[src/include/bstc_defs.vh]
`ifndef BSTC_DEFS_VH
`define BSTC_DEFS_VH

// Clock and timing resolution
`define BSTC_CLK_PERIOD_NS 5
`define BSTC_RES_US 5
`define BSTC_TICK_CYC ((`BSTC_RES_US * 1000) / `BSTC_CLK_PERIOD_NS)

// Register offsets
`define BSTC_ADDR_WAIT 8'h28
`define BSTC_ADDR_ODSAMP 8'h29
`define BSTC_ADDR_CTRL 8'h30
`define BSTC_ADDR_STAT 8'h31

// Reset values
`define BSTC_RST_WAIT 8'h11
`define BSTC_RST_ODSAMP 8'h0C
`define BSTC_RST_CTRL 8'h00

// Field positions in the wait register
`define BSTC_SETTLE_MSB 7
`define BSTC_SETTLE_LSB 4
`define BSTC_DISCH_MSB 3
`define BSTC_DISCH_LSB 0

// Field positions in the overdrive and sampling register
`define BSTC_OD_MSB 5
`define BSTC_OD_LSB 4
`define BSTC_SAMP_MSB 3
`define BSTC_SAMP_LSB 2
`define BSTC_ZC_MSB 1
`define BSTC_ZC_LSB 0

// Control register: actuator type bit
`define BSTC_CTRL_ERM_BIT 0

// Resonant wait table in microseconds
`define BSTC_LRA_US_0 15
`define BSTC_LRA_US_1 25
`define BSTC_LRA_US_2 50
`define BSTC_LRA_US_3 75
`define BSTC_LRA_US_4 90
`define BSTC_LRA_US_5 105
`define BSTC_LRA_US_6 120
`define BSTC_LRA_US_7 135
`define BSTC_LRA_US_8 150
`define BSTC_LRA_US_9 165
`define BSTC_LRA_US_10 180
`define BSTC_LRA_US_11 195
`define BSTC_LRA_US_12 210
`define BSTC_LRA_US_13 235
`define BSTC_LRA_US_14 260
`define BSTC_LRA_US_15 285

// Eccentric-mass wait table in microseconds
`define BSTC_ERM_US_0 45
`define BSTC_ERM_US_1 75
`define BSTC_ERM_US_2 150
`define BSTC_ERM_US_3 225

// Amplitude sampling delay in microseconds
`define BSTC_SAMP_US_0 150
`define BSTC_SAMP_US_1 200
`define BSTC_SAMP_US_2 250
`define BSTC_SAMP_US_3 300

// Zero-crossing detection window in microseconds
`define BSTC_ZC_US_0 100
`define BSTC_ZC_US_1 200
`define BSTC_ZC_US_2 300
`define BSTC_ZC_US_3 390

// Overdrive and braking limit in milliseconds
`define BSTC_OD_MS_1 25
`define BSTC_OD_MS_2 50
`define BSTC_OD_MS_3 100

`endif

[src/design/bstc_timer.v]
`timescale 1ns/1ps
// One-shot interval timer counting whole resolution ticks
module bstc_timer #(
   parameter TICK_CYC = 1000
) (
   input wire clk_in,
   input wire rst_n_in,
   input wire ce_in,
   input wire start_in,
   input wire stop_in,
   input wire [14:0] load_in,
   output wire busy_out,
   output wire done_out
);
   reg [15:0] pre_q; // Cycles within the current tick
   reg [14:0] cnt_q; // Ticks still to run
   reg busy_q; // Interval running
   reg done_q; // One-cycle end pulse
   wire tick_end; // Last cycle of a tick

   assign tick_end = (pre_q == TICK_CYC[15:0] - 16'h0001);
   assign busy_out = busy_q;
   assign done_out = done_q;

   // Prescaler restarts with each start, so intervals are exact
   always @(posedge clk_in or negedge rst_n_in) begin
      if (!rst_n_in) begin
         pre_q <= 16'h0000;
         cnt_q <= 15'h0000;
         busy_q <= 1'b0;
         done_q <= 1'b0;
      end else if (ce_in) begin
         done_q <= 1'b0;
         if (start_in) begin
            // Start wins over stop and restarts a running interval
            pre_q <= 16'h0000;
            cnt_q <= load_in;
            busy_q <= (load_in != 15'h0000);
            done_q <= (load_in == 15'h0000);
         end else if (stop_in) begin
            // Abandon silently
            busy_q <= 1'b0;
         end else if (busy_q) begin
            if (tick_end) begin
               pre_q <= 16'h0000;
               if (cnt_q == 15'h0001) begin
                  busy_q <= 1'b0;
                  done_q <= 1'b1;
               end
               cnt_q <= cnt_q - 15'h0001;
            end else begin
               pre_q <= pre_q + 16'h0001;
            end
         end
      end
   end
endmodule

[src/design/bstc_top.v]
`timescale 1ns/1ps
`include "bstc_defs.vh"
module bstc_top #(
   parameter TICK_CYC = `BSTC_TICK_CYC
) (
   input wire clk_in,
   input wire rst_n_in,
   input wire ce_in,
   input wire [7:0] addr_in,
   input wire [7:0] wdata_in,
   input wire wr_in,
   input wire rd_in,
   output wire [7:0] rdata_out,
   input wire sense_start_in,
   input wire zero_cross_in,
   input wire zc_arm_in,
   input wire od_active_in,
   input wire cal_diag_in,
   output wire coil_discharge_wait_out,
   output wire adc_hold_off_out,
   output wire adc_convert_out,
   output wire bemf_sample_out,
   output wire zc_window_out,
   output wire auto_overdrive_out,
   output wire rated_clamp_out
);
   // Number of timers and their slots
   localparam NT = 5;
   localparam T_DISCH = 0;
   localparam T_SETTLE = 1;
   localparam T_SAMP = 2;
   localparam T_ZC = 3;
   localparam T_OD = 4;

   // Software registers
   reg [7:0] wait_q; // sense_wait_times
   reg [7:0] odsamp_q; // overdrive_sample_timing
   reg [7:0] ctrl_q; // Actuator type control
   reg [7:0] rdata_q; // Read data, valid the cycle after a read
   reg [7:0] rdata_d; // Next read data

   // Overdrive tracking
   reg od_active_q; // Previous overdrive level, for edge detect
   reg clamp_q; // Output held at rated clamp
   reg [14:0] od_ticks; // Limit in ticks

   // Timer plumbing
   wire [NT-1:0] t_start; // Start strobes
   wire [NT-1:0] t_stop; // Abort strobes
   wire [NT-1:0] t_busy; // Running flags
   wire [NT-1:0] t_done; // End pulses
   wire [15*NT-1:0] t_load; // Interval lengths in ticks

   // Field views
   wire erm_sel; // Eccentric-mass actuator selected
   wire [3:0] settle_code; // Settle wait code
   wire [3:0] disch_code; // Discharge wait code
   wire [1:0] od_code; // Overdrive limit code
   wire [1:0] samp_code; // Sample delay code
   wire [1:0] zc_code; // Detection window code
   wire limit_on; // Time clamp in force
   wire od_rise; // Overdrive or braking began

   assign erm_sel = ctrl_q[`BSTC_CTRL_ERM_BIT];
   assign settle_code = wait_q[`BSTC_SETTLE_MSB:`BSTC_SETTLE_LSB];
   assign disch_code = wait_q[`BSTC_DISCH_MSB:`BSTC_DISCH_LSB];
   assign od_code = odsamp_q[`BSTC_OD_MSB:`BSTC_OD_LSB];
   assign samp_code = odsamp_q[`BSTC_SAMP_MSB:`BSTC_SAMP_LSB];
   assign zc_code = odsamp_q[`BSTC_ZC_MSB:`BSTC_ZC_LSB];

   // Microseconds to ticks of the timer resolution
   function [14:0] us_to_ticks;
      input integer us;
      integer t;
      begin
         t = us / `BSTC_RES_US;
         us_to_ticks = t[14:0];
      end
   endfunction

   // Shared wait table for settle and discharge fields
   function [14:0] wait_ticks;
      input [3:0] code;
      input erm;
      integer us;
      begin
         us = `BSTC_LRA_US_0;
         if (erm) begin
            // Eccentric codes above 3 are undefined; saturate at code 3
            case (code)
               4'h0: us = `BSTC_ERM_US_0;
               4'h1: us = `BSTC_ERM_US_1;
               4'h2: us = `BSTC_ERM_US_2;
               default: us = `BSTC_ERM_US_3;
            endcase
         end else begin
            case (code)
               4'h0: us = `BSTC_LRA_US_0;
               4'h1: us = `BSTC_LRA_US_1;
               4'h2: us = `BSTC_LRA_US_2;
               4'h3: us = `BSTC_LRA_US_3;
               4'h4: us = `BSTC_LRA_US_4;
               4'h5: us = `BSTC_LRA_US_5;
               4'h6: us = `BSTC_LRA_US_6;
               4'h7: us = `BSTC_LRA_US_7;
               4'h8: us = `BSTC_LRA_US_8;
               4'h9: us = `BSTC_LRA_US_9;
               4'hA: us = `BSTC_LRA_US_10;
               4'hB: us = `BSTC_LRA_US_11;
               4'hC: us = `BSTC_LRA_US_12;
               4'hD: us = `BSTC_LRA_US_13;
               4'hE: us = `BSTC_LRA_US_14;
               default: us = `BSTC_LRA_US_15;
            endcase
         end
         wait_ticks = us_to_ticks(us);
      end
   endfunction

   // Amplitude sampling delay table
   function [14:0] samp_ticks;
      input [1:0] code;
      integer us;
      begin
         us = `BSTC_SAMP_US_0;
         case (code)
            2'h0: us = `BSTC_SAMP_US_0;
            2'h1: us = `BSTC_SAMP_US_1;
            2'h2: us = `BSTC_SAMP_US_2;
            default: us = `BSTC_SAMP_US_3;
         endcase
         samp_ticks = us_to_ticks(us);
      end
   endfunction

   // Zero-crossing detection window table
   function [14:0] zc_ticks;
      input [1:0] code;
      integer us;
      begin
         us = `BSTC_ZC_US_0;
         case (code)
            2'h0: us = `BSTC_ZC_US_0;
            2'h1: us = `BSTC_ZC_US_1;
            2'h2: us = `BSTC_ZC_US_2;
            default: us = `BSTC_ZC_US_3;
         endcase
         zc_ticks = us_to_ticks(us);
      end
   endfunction

   // Overdrive limit in ticks; code 0 leaves the clamp off
   always @* begin
      case (od_code)
         2'h1: od_ticks = us_to_ticks(`BSTC_OD_MS_1 * 1000);
         2'h2: od_ticks = us_to_ticks(`BSTC_OD_MS_2 * 1000);
         2'h3: od_ticks = us_to_ticks(`BSTC_OD_MS_3 * 1000);
         default: od_ticks = 15'h0000;
      endcase
   end

   // Limit applies only outside calibration and diagnostics
   assign limit_on = (od_code != 2'h0) && !cal_diag_in;
   assign od_rise = od_active_in && !od_active_q;

   // Timer loads
   assign t_load[15*T_DISCH +: 15] = wait_ticks(disch_code, erm_sel);
   assign t_load[15*T_SETTLE +: 15] = wait_ticks(settle_code, erm_sel);
   assign t_load[15*T_SAMP +: 15] = samp_ticks(samp_code);
   assign t_load[15*T_ZC +: 15] = zc_ticks(zc_code);
   assign t_load[15*T_OD +: 15] = od_ticks;

   // Sense sequence: discharge, then settle, then convert
   assign t_start[T_DISCH] = sense_start_in;
   assign t_start[T_SETTLE] = t_done[T_DISCH];
   assign t_start[T_SAMP] = zero_cross_in;
   assign t_start[T_ZC] = zc_arm_in;
   assign t_start[T_OD] = od_rise && limit_on;
   assign t_stop[T_DISCH] = 1'b0;
   assign t_stop[T_SETTLE] = 1'b0;
   assign t_stop[T_SAMP] = 1'b0;
   assign t_stop[T_ZC] = 1'b0;
   // Overdrive timer ends with the phase or when the limit is lifted
   assign t_stop[T_OD] = !od_active_in || !limit_on;

   // One interval timer per timed function
   genvar gi;
   generate
      for (gi = 0; gi < NT; gi = gi + 1) begin : g_tmr
         bstc_timer #(
            .TICK_CYC(TICK_CYC)
         ) u_tmr (
            .clk_in(clk_in),
            .rst_n_in(rst_n_in),
            .ce_in(ce_in),
            .start_in(t_start[gi]),
            .stop_in(t_stop[gi]),
            .load_in(t_load[15*gi +: 15]),
            .busy_out(t_busy[gi]),
            .done_out(t_done[gi])
         );
      end
   endgenerate

   // Register writes
   always @(posedge clk_in or negedge rst_n_in) begin
      if (!rst_n_in) begin
         wait_q <= `BSTC_RST_WAIT;
         odsamp_q <= `BSTC_RST_ODSAMP;
         ctrl_q <= `BSTC_RST_CTRL;
      end else if (ce_in && wr_in) begin
         case (addr_in)
            `BSTC_ADDR_WAIT: wait_q <= wdata_in;
            `BSTC_ADDR_ODSAMP: odsamp_q <= wdata_in;
            `BSTC_ADDR_CTRL: ctrl_q <= {7'h00, wdata_in[`BSTC_CTRL_ERM_BIT]};
            default: ctrl_q <= ctrl_q;
         endcase
      end
   end

   // Read mux; unmapped addresses read zero
   always @* begin
      case (addr_in)
         `BSTC_ADDR_WAIT: rdata_d = wait_q;
         `BSTC_ADDR_ODSAMP: rdata_d = odsamp_q;
         `BSTC_ADDR_CTRL: rdata_d = ctrl_q;
         `BSTC_ADDR_STAT: rdata_d = {2'h0, clamp_q, t_busy};
         default: rdata_d = 8'h00;
      endcase
   end

   // Read data register, stands only in the cycle after the strobe
   always @(posedge clk_in or negedge rst_n_in) begin
      if (!rst_n_in) begin
         rdata_q <= 8'h00;
      end else if (ce_in) begin
         if (rd_in) begin
            rdata_q <= rdata_d;
         end else begin
            rdata_q <= 8'h00;
         end
      end
   end

   // Overdrive clamp: set when the limit expires mid-phase
   always @(posedge clk_in or negedge rst_n_in) begin
      if (!rst_n_in) begin
         od_active_q <= 1'b0;
         clamp_q <= 1'b0;
      end else if (ce_in) begin
         od_active_q <= od_active_in;
         if (!od_active_in || !limit_on) begin
            // Phase over, or calibration took over
            clamp_q <= 1'b0;
         end else if (t_done[T_OD]) begin
            // May land away from a zero crossing
            clamp_q <= 1'b1;
         end
      end
   end

   // Outputs
   assign rdata_out = rdata_q;
   assign coil_discharge_wait_out = t_busy[T_DISCH];
   // Done pulse bridges the hand-over cycle between discharge and settle
   assign adc_hold_off_out = t_busy[T_DISCH] | t_done[T_DISCH] | t_busy[T_SETTLE];
   assign adc_convert_out = t_done[T_SETTLE];
   assign bemf_sample_out = t_done[T_SAMP];
   assign zc_window_out = t_busy[T_ZC];
   assign auto_overdrive_out = !limit_on;
   assign rated_clamp_out = clamp_q;
endmodule

[config.mk]
export PLATFORM = sky130hd
export DESIGN_NAME = bstc_top
export DESIGN_NICKNAME = d
export VERILOG_FILES = /design/src/design/bstc_timer.v /design/src/design/bstc_top.v
export VERILOG_INCLUDE_DIRS = /design/src /design/src/include
export SDC_FILE = /design/constraint.sdc
export NUM_CORES = 1
export LEC_CHECK = 0
export CORE_UTILIZATION = 60
export CTS_BUF_LIST = sky130_fd_sc_hd__clkbuf_8
export CTS_CLUSTER_DIAMETER = 80
export DETAILED_ROUTE_END_ITERATION = 16
export DONT_BUFFER_PORTS = 1
export PLACE_DENSITY = 0.76
export SETUP_SLACK_MARGIN = 0.2
export SLEW_MARGIN = 10
export SYNTH_ARGS = -nofsm -noshare
export SYNTH_HDL_FRONTEND = slang
export SYNTH_SLANG_ARGS = --single-unit
[constraint.sdc]
create_clock -name clk_in -period 12.2 [get_ports clk_in]
set_input_delay 1.22 -clock clk_in [delete_from_list [all_inputs] [get_ports clk_in]]
set_output_delay 1.22 -clock clk_in [all_outputs]
set_load 0.05 [all_outputs]
==> summary.md <==
| Metric | Value |
|---|---|
| Synth Instances | 1517 |
| Max stage delay on crit path | between 0.6 and 0.7 ns |
| R2R Path Start | wait_q[0]$_DFFE_PN1P_ |
| Commonest non-fill, non-tap cell in the layout | nor2_1 |
| Drc violations | 0 |
| Fin Setup TNS | 0 ns |
| Max_slew headroom | 0.354 |
| Hold crit path type | input pin to async pin |
| Core Region | 21200 um^2 |
| CTS clk-pin slew, worst paths | 0.10 ns |
| CP Max Fanout | 11 |
| Die W | ~150 um |
| Die Y | around 150 um |
| Initial Utilization | 0.614 |
| Count of final setup violators | 0 |
| # diodes | 0 |
| Critical Path RT | roughly 13 ns |
| Slew Viols, Final | 0 |
| Post-DP HPWL | 20400 um |
| FF-to-FF End | g_tmr[0].u_tmr.busy_out$_DFFE_PN0P_ |
| Commonest non-fill, non-tap cells in the layout | nor2_1 (195), dfrtp_1 (187), nand2_1 (143) |
| Fin crit share | 0.432 |
| Io pins | 41 |
| Seq/Total Area, Yosys | 0.368 |
| Hold_buf cts | 0 |
| WP data arrival | 5.67 ns |
| Root buffer cell | clkbuf_8 |
| Syn Nets | 1605 |
| WL per Instance | 16.2 um |
| Fill cell count | between 1500 and 2000 |
| DR iter-0 viols | roughly 660 |
| Final hold vios | 0 |
| Synth Warn # | 0 |
| Fmax | about 190 MHz |
| Total Wirelength | 28700 um |
| Crit-path cells | inv_1 > ha_1 > a21oi_1 > a221oi_1 > nor2_1 > a2111oi_0 > a211oi_1 > and3_1 > ha_1 > and4b_1 > o21a_4 > xnor2_2 > inv_1 > ha_1 > or3_4 > a311o_1 > a31oi_2 > a22o_1 |
| CP top delay family | compound AO/OA/AOI/OAI gates |
| First-pass GRT wire length | 48100 um |
| Multi-input logic area | between 7000 and 8000 um^2 |
| Congestion Overflow GR | 0 |
| PD cells | 119 nW/um^2 |
| Bufs and invs on worst path | 2 |
| Final clock skew | 0.0170 ns |
| Fin nets | 1570 |
| Ys async rst share | 1.00 |
| Status | finished, final reports clean |
| Slowest CP cell | dfstp_2 |
| Max H-tree Level | 4 |
| Total GRT Usage | 0.264 |
| Post_cts resized | 0 |
| CP endpoint kind | flip-flop |
| Prevailing post-synth register cell | dfrtp_1 |
| Synthesis-to-finish area growth | 3.66% |
| Setup ws final | 6.93 ns |
| Largest net degree at the start of global routing | 192 |
| Number of global-route vias before repair | 10096 |
| VDD IR max | 89.8 uV |
| Number of synthesized flops with an enable pin | 0 |
| Cell area after synthesis | 13000 um^2 |
| Initial antenna violation count | 0 |
| 1st-pass router iterations | 5 |
| Clock Path Buffers | 2 |
| Reg2reg path depth | 18 |
| RSZ-0062 raised after global routing | no |
| Worst setup path category | flip-flop to flip-flop |
| Cell mode on critical path | ha_1 |
| Number of distinct library cells after synthesis | 110 |
| Pin slew with the least headroom to its limit | 0.961 ns |
| Post-synthesis register bit count | 191 |
| Number of buffers created by CTS | 17 |
| Worst slack after detailed placement | 7.06 ns |
| Setup Buffers After CTS | 0 |
| Routed vias | 10904 |
| Seq. cell area | about 4800 um^2 |
| Min Tclk post-route | 5.27 ns |
| Post-route ant nets | 0 |
| Clk sinks | 191 |
| Avg Inst Size Synth | 8.57 um^2 |
| I/O Buffers | 0 |
| P_leak | 5.63 nW |
| Clock latency on the worst-skew pair | between 0.4 and 0.5 ns |
| Fraction of layout cells with a size suffix above 1 | 0.0682 |
| Global placer's final weighted congestion | 0.914 |
| CTS tree | yes |
| Nature of the critical path startpoint | flip-flop |
| Num rows | 53 |
| Drt via density | 6.16 |
| Number of max-cap violations | 0 |
| Internal reg-to-reg setup slack | 6.93 ns |
| Die ar. | about 22000 um^2 |
==> routing by layer <==
| metal | track usage | part of all wire | vias to the layer above |
|---|---|---|---|
| li1 | - | - | 5409 |
| met1 | 0.367 | 0.47 | 5213 |
| met2 | 0.427 | 0.47 | 245 |
| met3 | 0.0431 | 0.046 | 37 |
| met4 | 0.0668 | 0.016 | 0 |
| met5 | 0 | 0 | - |
==> logic make-up (layout without fill, tap and decap cells) <==
logic type | count (synthesis) | after routing | share of synthesized area
AOI/OAI and AO/OA | 371 | 371 | 0.202
xor gates and xnor gates | 95 | 95 | 0.0646
adders and majority gates | 64 | 64 | 0.0613
buffers and inverters | 130 | 108 | 0.0419
DFF | 191 | 191 | 0.368
muxes | 18 | 18 | 0.0149
other | 1 | 1 | 0.000289
and+or+nand+nor | 647 | 647 | 0.246
==> sequential cells by signal (all words and copies together), names as in the netlist <==
name / count
rdata_out: 8
od_active_q: 1
odsamp_q: 8
ctrl_q: 1
g_tmr.u_tmr.busy_out: 5
wait_q: 8
g_tmr.u_tmr.pre_q: 80
g_tmr.u_tmr.cnt_q: 75
g_tmr.u_tmr.done_out: 4
rated_clamp_out: 1
==> cell type report <==
type | count | share of cell area
tap | 275 | 0.0255
inverter | 70 | 0.0195
sequential | 191 | 0.355
clock buffer | 18 | 0.0184
clock inverter | 14 | 0.00827
timing repair buffer | 6 | 0.00334
multi-input combinational | 1196 | 0.570
==> worst reg2reg max path, delay by kind of cell, from the launching register on <==
kind | cells | cell delay (ns)
AOI/OAI and AO/OA | 8 | 2.07
adders and majority gates | 3 | 0.88
buffers and inverters | 2 | 0.23
and+or+nand+nor | 4 | 1.25
DFF | 1 | 0.63
xor gates and xnor gates | 1 | 0.14
==> synth_stat cells (all sizes together) (15+ instances only) <==
master / count / area share
xnor2: 47 / 0.032
o21ai: 112 / 0.044
inv: 70 / 0.020
buf: 23 / 0.011
a211oi: 16 / 0.012
a21oi: 67 / 0.027
xor2: 48 / 0.032
clkbuf: 37 / 0.011
nand4: 36 / 0.017
nand3: 54 / 0.021
dfrtp: 187 / 0.36
or3: 23 / 0.011
o211ai: 16 / 0.0096
and2: 17 / 0.0082
nor3: 57 / 0.022
nand2b: 15 / 0.0072
ha: 62 / 0.060
nand2: 144 / 0.042
nor2: 197 / 0.058
nor4: 22 / 0.012
==> worst max path at each step <==
stage / from / to / cells after the start
finish: wait_q[0]$_DFFE_PN1P_ / g_tmr[0].u_tmr.busy_out$_DFFE_PN0P_ / 18
detailed placement: wait_q[0]$_DFFE_PN1P_ / g_tmr[0].u_tmr.busy_out$_DFFE_PN0P_ / 18
global placement: wait_q[0]$_DFFE_PN1P_ / g_tmr[0].u_tmr.busy_out$_DFFE_PN0P_ / 18
CTS: wait_q[0]$_DFFE_PN1P_ / g_tmr[0].u_tmr.busy_out$_DFFE_PN0P_ / 18
global route: wait_q[0]$_DFFE_PN1P_ / g_tmr[0].u_tmr.busy_out$_DFFE_PN0P_ / 18
floorplan: wait_q[0]$_DFFE_PN1P_ / g_tmr[0].u_tmr.busy_out$_DFFE_PN0P_ / 19
==> metrics by stage <==
stage	instances	util	cell area (um^2)	hold slack [ns]	total power [W]
floorplan	1517	-	13000	0.462	0.00113
global placement	1738	0.620	13100	0.479	0.00121
detailed placement	1738	0.620	13100	0.489	0.00122
CTS	1770	0.636	13500	0.402	0.00162
global route	1770	0.637	13500	0.395	0.00171
finish	1770	0.637	13500	0.435	0.00161
==> power breakdown <==
group          internal [W]  leakage, nW  switching, W  total, W
Combinational      0.000188         2.93      0.000266  0.000454
Clock              0.000150        0.186      0.000241  0.000391
Sequential         0.000689         2.51     0.0000736  0.000763
No activity file was read; power rests on OpenSTA's default activity.
